## config.mk

```make
export PLATFORM = sky130hd
export DESIGN_NAME = ctp_port
export DESIGN_NICKNAME = d
export VERILOG_FILES = /design/src/logic/ctp_pkg.sv /design/src/logic/ctp_sync.sv /design/src/logic/ctp_port.sv
export VERILOG_INCLUDE_DIRS = /design/src /design/src/logic
export SDC_FILE = /design/constraint.sdc
export NUM_CORES = 1
export LEC_CHECK = 0
export ABC_AREA = 0
export BUFFER_PORTS_ARGS = -buffer_cell sky130_fd_sc_hd__buf_4
export CAP_MARGIN = 20
export CORE_MARGIN = 2
export CORE_UTILIZATION = 52
export DETAILED_ROUTE_END_ITERATION = 6
export PLACE_DENSITY = 0.92
export SLEW_MARGIN = 20
export SYNTH_ARGS = -nofsm -noshare
export SYNTH_HDL_FRONTEND = slang
export SYNTH_HIERARCHICAL = 1
export SYNTH_SLANG_ARGS = --single-unit
```

## constraint.sdc

```tcl
create_clock -name clk -period 2.3 [get_ports clk]
set_clock_uncertainty 0.05 [all_clocks]
set_input_delay 0.46 -clock clk [delete_from_list [all_inputs] [get_ports clk]]
set_output_delay 0.46 -clock clk [all_outputs]
set_load 0.05 [all_outputs]
```

## src/logic/ctp_defines.svh

```systemverilog
// Purpose: constants for the tape i/o port
// Assumes: 8-bit port number on upper address byte
// Notes: none
`ifndef CTP_DEFINES_SVH
`define CTP_DEFINES_SVH
`define CTP_PORT_NUM_W     8
`define CTP_ADDR_LO        8
`define CTP_ADDR_HI        15
`define CTP_OUT_BITS       4
`define CTP_IN_BITS        4
`define CTP_TONE_IN_BIT    0
`define CTP_OUT_RESET      4'h1
`define CTP_DIN_IDLE       8'h00
`endif

```

## src/logic/ctp_pkg.sv

```systemverilog
// Purpose: types for the tape i/o port
// Assumes: nothing
// Notes: none
package ctp_pkg;
	typedef enum logic [2:0] {
		CTP_IDLE  = 3'b001,
		CTP_READ  = 3'b010,
		CTP_WRITE = 3'b100
	} ctp_state_type;
endpackage : ctp_pkg

```

## src/logic/ctp_sync.sv

```systemverilog
// Purpose: three-stage synchroniser with agreement filter
// Assumes: input asynchronous to clk
// Notes: output changes only when stages two and three agree
`timescale 1ns/1ps
`default_nettype none
module ctp_sync #(
	parameter int W = 4
) (
	input  wire logic         clk,
	input  wire logic         rst_n,
	input  wire logic         ce,
	input  wire logic [W-1:0] d,
	output var  logic [W-1:0] q
);
	logic [W-1:0] s1_r, s2_r, s3_r, q_r;
	logic [W-1:0] s1_nxt, s2_nxt, s3_nxt, q_nxt_bit;
	genvar i;

	always_comb begin
		s1_nxt = d;
		s2_nxt = s1_r;
		s3_nxt = s2_r;
	end
	generate
		for (i = 0; i < W; i++) begin : g_bit
			always_comb begin
				if (s2_r[i] == s3_r[i]) begin
					q_nxt_bit[i] = s3_r[i];
				end else begin
					q_nxt_bit[i] = q_r[i];
				end
			end
		end
	endgenerate

	always_ff @(posedge clk or negedge rst_n) begin
		if (!rst_n) begin
			s1_r <= '0;
			s2_r <= '0;
			s3_r <= '0;
			q_r  <= '0;
		end else if (ce) begin
			s1_r <= s1_nxt;
			s2_r <= s2_nxt;
			s3_r <= s3_nxt;
			q_r  <= q_nxt_bit;
		end
	end
	assign q = q_r;
endmodule : ctp_sync
`default_nettype wire

```

## src/logic/ctp_port.sv

```systemverilog
// Purpose: bus side of a single-address cassette tape i/o port
// Assumes: bus strobes are synchronous to clk; tape inputs are asynchronous
// Notes: outputs are registered, so answers appear one clock after the strobe
`timescale 1ns/1ps
`default_nettype none
`include "ctp_defines.svh"
module ctp_port
	import ctp_pkg::*;
#(
	parameter int OUT_W = `CTP_OUT_BITS,
	parameter int IN_W  = `CTP_IN_BITS
) (
	input  wire logic              clk,
	input  wire logic              rst_n,
	input  wire logic              ce,
	input  wire logic [15:0]       addr,
	input  wire logic [7:0]        port_sel,
	input  wire logic              status_in,
	input  wire logic              status_out,
	input  wire logic              dbin,
	input  wire logic              wr_n,
	input  wire logic [7:0]        data_out_bus,
	input  wire logic [IN_W-1:0]   tape_in,
	output var  logic [7:0]        data_in_bus,
	output var  logic              data_in_oe,
	output var  logic              ready,
	output var  logic              ready_oe,
	output var  logic [OUT_W-1:0]  tape_out,
	output var  logic              tape_out_bit_high
);
	localparam logic [OUT_W-1:0] LATCH_RST = OUT_W'(`CTP_OUT_RESET);

	logic [IN_W-1:0]  in_sync;
	logic [7:0]       sel_r;
	logic [7:0]       sel_nxt;
	logic             sel_ok_r;
	logic             sel_ok_nxt;
	logic             hit;
	logic             rd_hit;
	logic             wr_hit;
	ctp_state_type    state_r;
	ctp_state_type    state_nxt;
	logic [OUT_W-1:0] latch_r;
	logic [OUT_W-1:0] latch_nxt;
	logic             bit_high_r;
	logic             bit_high_nxt;
	logic [7:0]       din_bits;
	logic [7:0]       din_r;
	logic [7:0]       din_nxt;
	logic             oe_r;
	logic             oe_nxt;
	logic             rdy_r;
	logic             rdy_nxt;
	logic             rdy_oe_r;
	logic             rdy_oe_nxt;
	genvar            b;

	// strap is sampled after reset, never loaded under the reset itself
	function automatic logic addr_match(input logic [15:0] a, input logic [7:0] s);
		addr_match = (a[`CTP_ADDR_HI:`CTP_ADDR_LO] == s);
	endfunction : addr_match

	ctp_sync #(.W(IN_W)) u_sync (
		.clk   (clk),
		.rst_n (rst_n),
		.ce    (ce),
		.d     (tape_in),
		.q     (in_sync)
	);

	// bus lines share clk, so the decode needs no synchroniser
	assign hit = sel_ok_r && addr_match(addr, sel_r) && (status_in || status_out);
	// read wins when both strobes show in one cycle
	assign rd_hit = hit && dbin;
	assign wr_hit = hit && !dbin && !wr_n;

	// unused data-in bits read as zero, never float
	generate
		for (b = 0; b < 8; b++) begin : g_din
			if (b < IN_W) begin : g_live
				assign din_bits[b] = in_sync[b];
			end else begin : g_zero
				assign din_bits[b] = 1'b0;
			end
		end
	endgenerate

	// strap capture: a later strap change is ignored until the next reset
	always_comb begin
		sel_nxt    = sel_r;
		sel_ok_nxt = 1'b1;
		if (!sel_ok_r) begin
			sel_nxt = port_sel;
		end
	end

	always_ff @(posedge clk or negedge rst_n) begin
		if (!rst_n) begin
			sel_r    <= 8'h00;
			sel_ok_r <= 1'b0;
		end else if (ce) begin
			sel_r    <= sel_nxt;
			sel_ok_r <= sel_ok_nxt;
		end
	end

	// cycle kind, kept for observation only
	always_comb begin
		state_nxt = CTP_IDLE;
		case (state_r)
			CTP_IDLE, CTP_READ, CTP_WRITE: begin
				if (rd_hit) begin
					state_nxt = CTP_READ;
				end else if (wr_hit) begin
					state_nxt = CTP_WRITE;
				end
			end
			default: begin
				state_nxt = CTP_IDLE;
			end
		endcase
	end

	always_ff @(posedge clk or negedge rst_n) begin
		if (!rst_n) begin
			state_r <= CTP_IDLE;
		end else if (ce) begin
			state_r <= state_nxt;
		end
	end

	// output latch: only a write hit changes it, so tones need steady rewrites
	always_comb begin
		latch_nxt = latch_r;
		if (wr_hit) begin
			latch_nxt = data_out_bus[OUT_W-1:0];
		end
		bit_high_nxt = latch_nxt[1];
	end

	always_ff @(posedge clk or negedge rst_n) begin
		if (!rst_n) begin
			latch_r    <= LATCH_RST;
			bit_high_r <= LATCH_RST[1];
		end else if (ce) begin
			latch_r    <= latch_nxt;
			bit_high_r <= bit_high_nxt;
		end
	end

	// read data: idle value between reads keeps the shared bus quiet
	always_comb begin
		din_nxt = `CTP_DIN_IDLE;
		if (rd_hit) begin
			din_nxt = din_bits;
		end
	end

	always_ff @(posedge clk or negedge rst_n) begin
		if (!rst_n) begin
			din_r <= `CTP_DIN_IDLE;
		end else if (ce) begin
			din_r <= din_nxt;
		end
	end

	// read enable: one cycle per read hit cycle
	always_comb begin
		oe_nxt = rd_hit;
	end

	always_ff @(posedge clk or negedge rst_n) begin
		if (!rst_n) begin
			oe_r <= 1'b0;
		end else if (ce) begin
			oe_r <= oe_nxt;
		end
	end

	// ready: no wait states, so it simply follows the decode one clock late
	always_comb begin
		rdy_nxt = hit;
	end

	always_ff @(posedge clk or negedge rst_n) begin
		if (!rst_n) begin
			rdy_r <= 1'b0;
		end else if (ce) begin
			rdy_r <= rdy_nxt;
		end
	end

	// ready is driven only while this port is addressed
	always_comb begin
		rdy_oe_nxt = hit;
	end

	always_ff @(posedge clk or negedge rst_n) begin
		if (!rst_n) begin
			rdy_oe_r <= 1'b0;
		end else if (ce) begin
			rdy_oe_r <= rdy_oe_nxt;
		end
	end

	assign data_in_bus       = din_r;
	assign data_in_oe        = oe_r;
	assign ready             = rdy_r;
	assign ready_oe          = rdy_oe_r;
	assign tape_out          = latch_r;
	assign tape_out_bit_high = bit_high_r;
endmodule : ctp_port
`default_nettype wire

```

==> results of run 1 <==
[per-stage QoR]
stage / cell area, um^2 / utilization / total power (W)
after floorplan: 1610 / - / 0.000920
after global placement: 1890 / 0.636 / 0.000986
after detailed placement: 1890 / 0.636 / 0.00101
after CTS: 1970 / 0.663 / 0.00145
after global routing: 1970 / 0.663 / 0.00151
final: 1970 / 0.663 / 0.00143
[sequential cells by signal (all words and copies together) (netlist names)]
register / flops
u_sync/q: 4
data_in_bus: 4
sel_r: 8
sel_ok_r: 1
u_sync/s1_r: 4
data_in_oe: 1
tape_out: 4
ready: 1
u_sync/s3_r: 4
u_sync/s2_r: 4
[how the worst max path moves through the flow]
| stage | to | cells after the start | start | slack [ps] |
|---|---|---|---|---|
| final | tape_out[2] | 4 | sel_r[0] | 620 |
| after global routing | tape_out[2] | 4 | sel_r[0] | 550 |
| after CTS | tape_out[2] | 4 | sel_r[0] | 620 |
| after floorplan | tape_out[1] | 4 | addr[13] | 710 |
| after global placement | tape_out[1] | 5 | addr[8] | 510 |
| after detailed placement | tape_out[2] | 5 | addr[8] | 480 |
[worst max-delay path, stage by stage, from the launching register on]
cell and delay, ps:
sky130_fd_sc_hd__dfrtp_1 410, sky130_fd_sc_hd__xor2_1 180, sky130_fd_sc_hd__nor3_1 290, sky130_fd_sc_hd__and4_4 330, sky130_fd_sc_hd__mux2_4 310
[layout make-up]
cell class              instances  area, um^2
clock inverters                 3        43.8
repair buffers                 43         323
inverters                      12        45.0
clock buffers                   5        37.5
flip-flops and latches         35         877
well taps                      33        41.3
fillers                       227        1000
multi-input cells              74         607
[metal layers]
metal / vias to the layer above / wire [um]
met2: 30 / 1500
met3: 6 / 189
met4: 0 / 35
li1: 510 / -
met5: - / 0
met1: 514 / 1130
[cell usage in the layout (no fill, tap or decap), drive strengths merged, types with 2 or more instances in the layout]
cell,n
a22o,2
dfrtp,34
and2b,2
xor2,6
buf,43
clkbuf,5
inv,12
nand2b,4
nor3,6
nor2,2
nor2b,3
o21ai,4
nand4,2
o2bb2ai,2
nand2,3
mux2,22
a21o,2
clkinv,2
a21oi,2
o22ai,4
conb,4
nor4b,2
[cell families (layout without fill, tap and decap cells)]
| kind of cell | after synthesis | count (layout) | synth area share |
|---|---|---|---|
| DFF | 35 | 35 | 0.550 |
| and+or+nand+nor | 26 | 26 | 0.108 |
| muxes | 22 | 22 | 0.165 |
| buffers and inverters | 22 | 63 | 0.0761 |
| AOI/OAI and AO/OA | 16 | 16 | 0.0659 |
| xor gates and xnor gates | 6 | 6 | 0.0330 |
| other | 1 | 4 | 0.00235 |
[power by group through the flow]
stage | clock (W) | sequential [W] | combinational [W]
floorplan | 0 | 0.000751 | 0.000169
global route | 0.000478 | 0.000757 | 0.000278
CTS | 0.000450 | 0.000746 | 0.000252
finish | 0.000437 | 0.000745 | 0.000249
detailed placement | 0 | 0.000758 | 0.000251
global placement | 0 | 0.000750 | 0.000236
==> flow_metrics.py, run 1 <==
metrics = {
    "finish": {
        "final-instance-count-excl-fill": 205,
        "n_diodes": 0,
        "post_route_cells_drive_above_1_share": 0.459,
        "areaGrowthSynthToFinish_pct": 23.9,
        "final_net_count": 214,
    },
    "global_routing": {
        "number_of_global_route_vias_before_repair": 1093,
        "grt_busiest_layer": "met2",
        "grt.met3_usage": 0.0611,
        "grt_first_pass_wirelength_mm": 4.88,
        "track_usage": 0.191,
        "initial_antenna_violation_count": 0,
        "grt_max_degree": 36,
        "gr-usage-met1": 0.229,
        "grt.met2_usage": 0.320,
        "overflow": 0,
    },
    "floorplanning": {
        "design.core.area_um2": 2980,
        "rows": 20,
        "die_y_um": 59.4,
        "initial_utilization": 0.535,
        "floorplan.die_area_um2": 3520,
        "die_width_um": 59.4,
        "top_level_ports": 59,
    },
    "clocking": {
        "cts_root_buf": "sky130_fd_sc_hd__clkbuf_4",
        "clock_sinks": 35,
        "clock_latency_ps": 340,
        "htree_levels": 2,
        "cts_resized": 0,
        "cts-hold-fix-buffers": 0,
        "post_cts_buffers": 0,
        "clkSlewWorstSetupHoldPaths_ps": 110,
        "cts_tree": "done",
        "cts_buffer_depth": 2,
        "cts_buffers": 5,
    },
    "min_path": {
        "holdCritPathClass": "input port to asynchronous set/reset pin",
    },
    "sta": {
        "totalNegativeSetupSlack_ps": 0,
        "worst_slew_pin_slew_ps": 734,
        "drv_slew": 0,
        "final_period_minus_worst_setup_slack_ps": 1680,
        "finalHoldViolations": 1,
        "post-route-worst-setup-slack_ps": 621,
        "maxSlewHeadroom": 0.510,
        "fmax_mhz": 596,
        "hold_slack_ps": -0.209,
        "timing.final.setup_violations": 0,
        "finalCritPeriodShare": 0.730,
        "rsz0062_at_grt": "false",
    },
    "critical_path": {
        "worstPathRequired_ps": 2480,
        "setup.reg_to_reg.worst_slack_ps": 620,
        "reg2reg_to": "tape_out[2]",
        "count_of_cells_along_the_worst_register_to_register_path": 4,
        "worstSetupPathType": "flop to flop",
        "crit_path_max_fanout": 4,
        "worst_r2r_startpoint": "sel_r[0]",
        "worstPathArrival_ps": 1860,
        "setup.worst_path.start_class": "flop",
        "timing.critical_path.to_type": "flop",
    },
    "placement": {
        "dp_hpwl_mm": 2.17,
        "placement.io_buffers": 42,
        "dp_cells": 197,
        "worst_setup_slack_after_placement_ps": 480,
        "gp_congestion": 0.718,
    },
    "outcome": {
        "outcome": "finished with violations",
        "violations": "negative hold slack",
    },
    "power": {
        "p_int_w": 0.00105,
        "switching_share": 0.266,
        "power-per-cell-area_nw_per_um2": 725,
        "power.leakage_nw": 0.960,
        "power.ir.vdd_worst_uv": 435,
        "pwr-share-comb": 0.174,
        "p_sw_w": 0.000381,
        "share_clk_of_total_power": 0.306,
        "sequentialPowerShare": 0.521,
    },
    "yosys": {
        "ys.warnings.count": 6,
        "post_synth.cell_area_avg_um2": 12.5,
        "synth_largest_type_area_fraction": 0.534,
        "netlist_area_um2": 1590,
        "synthArstFlopShare": 1.00,
        "postSynth.topFlopCell": "sky130_fd_sc_hd__dfrtp_1",
        "synth.top_cells.by_area": "sky130_fd_sc_hd__dfrtp_1 53%, sky130_fd_sc_hd__mux2_2 13%, sky130_fd_sc_hd__buf_4 3.8%",
        "seq_area_frac_synth": 0.550,
        "ys_types": 28,
        "synth_top_cell_by_area": "sky130_fd_sc_hd__dfrtp_1",
        "yosys-top-cells-count": "34 x sky130_fd_sc_hd__dfrtp_1, 18 x sky130_fd_sc_hd__mux2_2, 12 x sky130_fd_sc_hd__inv_1",
        "synth.ff_latch_count": 35,
        "synthesis.instances": 128,
        "synth_edf_count": 0,
        "synth_most_common_cell": "sky130_fd_sc_hd__dfrtp_1",
    },
    "routing": {
        "detail-route-antenna-nets": 0,
        "route.vias.total": 1060,
        "ratio_of_routed_vias_to_standard_cells": 5.17,
        "drt_wl_total_mm": 2.86,
        "wl_per_cell_um": 14.0,
        "drc_errors": 0,
        "detail_route.iter0.violations": 17,
        "drt_pass1_iterations": 4,
    },
    "flow_run": {
        "max-cap-violations": 0,
    },
}
No activity file was read; power rests on OpenSTA's default activity.
==> inputs of run 2 (changes only) <==
--- a/config.mk
+++ b/config.mk
@@ -10,9 +10,9 @@
 export BUFFER_PORTS_ARGS = -buffer_cell sky130_fd_sc_hd__buf_4
 export CAP_MARGIN = 20
 export CORE_MARGIN = 2
-export CORE_UTILIZATION = 52
+export CORE_UTILIZATION = 44
 export DETAILED_ROUTE_END_ITERATION = 6
-export PLACE_DENSITY = 0.92
+export PLACE_DENSITY = 0.83
 export SLEW_MARGIN = 20
 export SYNTH_ARGS = -nofsm -noshare
 export SYNTH_HDL_FRONTEND = slang
==> constraint.sdc (replaced) <==
create_clock -name clk -period 1.5 [get_ports clk]
set_clock_uncertainty 0.05 [all_clocks]
set_input_delay 0.3 -clock clk [delete_from_list [all_inputs] [get_ports clk]]
set_output_delay 0.3 -clock clk [all_outputs]
set_load 0.05 [all_outputs]
==> flow_metrics.py, run 2 (synthesized netlist as in run 1, its figures left out) <==
metrics = {
    "min_path": {
        "min_delay_path_depth": 2,
        "holdCritPathClass": "input port to flop",
    },
    "routing": {
        "drt_wl_total_mm": 3.16,
        "ratio_of_routed_vias_to_standard_cells": 4.93,
        "drc_errors": 0,
        "detail-route-antenna-nets": 0,
        "detail_route.iter0.violations": 25,
        "route.vias.total": 1105,
        "wl_per_cell_um": 14.1,
        "drt_pass1_iterations": 4,
    },
    "global_routing": {
        "grt_busiest_layer": "met2",
        "grt_first_pass_wirelength_mm": 5.02,
        "grt_max_degree": 36,
        "track_usage": 0.162,
        "initial_antenna_violation_count": 0,
        "grt.met2_usage": 0.292,
        "overflow": 0,
        "grt.met3_usage": 0.0458,
        "number_of_global_route_vias_before_repair": 1155,
        "gr-usage-met1": 0.163,
    },
    "critical_path": {
        "cp_top_family": "simple AND/OR/NAND/NOR gates",
        "worstPathArrival_ps": 1800,
        "worst-path-stages": 4,
        "setup.worst_path.start_class": "flop",
        "cell_with_the_largest_stage_delay_on_the_worst_path": "sky130_fd_sc_hd__dfrtp_1",
        "count_of_cells_along_the_worst_register_to_register_path": 4,
        "worstSetupPathType": "flop to flop",
        "crit_path_max_incr_delay_ps": 410,
        "worstPathRequired_ps": 1700,
        "crit_path_cell_trace": "xor2_1, nor4b_2, and4_4, mux2_4",
        "timing.critical_path.to_type": "flop",
        "critical_path.n_buffers_inverters": 0,
        "crit_path_max_fanout": 4,
    },
    "finish": {
        "postLayoutCellArea_um2": 2080,
        "areaGrowthSynthToFinish_pct": 30.5,
        "final_common_cell": "sky130_fd_sc_hd__buf_4",
        "multiInputGateArea_um2": 656,
        "registers.top_by_ff_count": "sel_r",
        "post-route-util": 0.609,
        "final_net_count": 220,
        "n_diodes": 0,
        "post_route_cells_drive_above_1_share": 0.506,
        "fill_cell_total_of_the_finished_layout": 285,
        "mostFrequentLayoutCells": "46 x sky130_fd_sc_hd__buf_4, 34 x sky130_fd_sc_hd__dfrtp_1, 18 x sky130_fd_sc_hd__mux2_2",
        "final-instance-count-excl-fill": 224,
        "register_area_um2": 877,
        "largest_register_ffs": 8,
    },
    "floorplanning": {
        "die_width_um": 64.2,
        "initial_utilization": 0.467,
        "rows": 21,
        "design.core.area_um2": 3420,
        "floorplan.die_area_um2": 4120,
        "die_y_um": 64.2,
        "top_level_ports": 59,
    },
    "outcome": {
        "outcome": "finished with violations",
        "violations": "negative setup slack",
    },
    "placement": {
        "gp_congestion": 0.741,
        "placed_cell_area_um2": 1940,
        "dp_hpwl_mm": 2.23,
        "placement.io_buffers": 42,
        "dp_cells": 213,
    },
    "power": {
        "power-per-cell-area_nw_per_um2": 1000,
        "power.ir.vdd_worst_uv": 533,
        "power.leakage_nw": 0.987,
    },
    "clocking": {
        "cts_buffer_depth": 2,
        "clock_sinks": 35,
        "htree_levels": 2,
        "clkSlewWorstSetupHoldPaths_ps": 110,
        "cts_buffers": 5,
        "cts_tree": "done",
        "cts_root_buf": "sky130_fd_sc_hd__clkbuf_4",
        "clock_latency_ps": 350,
    },
    "sta": {
        "post-route-worst-setup-slack_ps": -104,
        "finalHoldViolations": 0,
        "rsz0062_at_grt": "true",
        "fmax_mhz": 624,
        "totalNegativeSetupSlack_ps": -367,
        "final_period_minus_worst_setup_slack_ps": 1600,
        "hold_slack_ps": 127,
        "drv_slew": 0,
        "timing.final.setup_violations": 4,
        "finalCritPeriodShare": 1.07,
    },
    "flow_run": {
        "max-cap-violations": 0,
    },
}
-- run 2: changes by cell type in the layout (fill, tap and decap cells not counted), moves of 2 or more --
cell	before	now
sky130_fd_sc_hd__buf_4	43	46
sky130_fd_sc_hd__o22ai_1	4	1
sky130_fd_sc_hd__nor3_1	4	2
sky130_fd_sc_hd__o22ai_2	0	2
sky130_fd_sc_hd__clkinvlp_4	0	2
-- run 2: routing by layer --
layer / wire (um) / up-vias
li1: - / 528
met1: 1190 / 536
met3: 153 / 11
met2: 1710 / 30
met4: 98 / 0
met5: 0 / -
-- run 2: metrics by stage --
step	setup slack [ps]	total power [W]
floorplan	-14.2	0.00141
global placement	-142	0.00153
detailed placement	-173	0.00155
CTS	-110	0.00206
global route	-150	0.00220
finish	-104	0.00208
-- run 2: cell type report --
cell class                      count  share of cell area
Tap cell                           46              0.0277
Multi-Input combinational cell     74               0.315
Clock inverter                      3             0.00963
Sequential cell                    35               0.422
Timing Repair Buffer               49               0.186
Inverter                           12              0.0217
Clock buffer                        5              0.0181
-- run 2: final timing paths --
path	startpoint	end	slack (ps)
setup reg to reg	sel_r[5]	tape_out[3]	-100
max in group asynchronous	rst_n	tape_out[0]	690
hold / removal	tape_in[1]	u_sync/s1_r[1]	130
min in group asynchronous	rst_n	tape_out[2]	380
setup / recovery	sel_r[5]	tape_out[3]	-100
hold reg to reg	u_sync/s1_r[1]	u_sync/s1_r[1]	470
-- run 2: power breakdown --
part	switching, W	leakage [nW]	internal (W)	total, W
Sequential	0.0000818	0.429	0.00106	0.00114
Clock	0.000329	0.0272	0.000179	0.000508
Combinational	0.000209	0.530	0.000224	0.000433
Total	0.000620	0.987	0.00146	0.00208
-- run 2: repair_timing --
item / CTS / global route
endpoints found under the hold margin: 34 / 0
setup buffers: 1 / 1
hold buffers: 1 / 0
endpoints found under the setup margin: 5 / 9
resized for setup: 2 / 7
pin swaps: 2 / 1
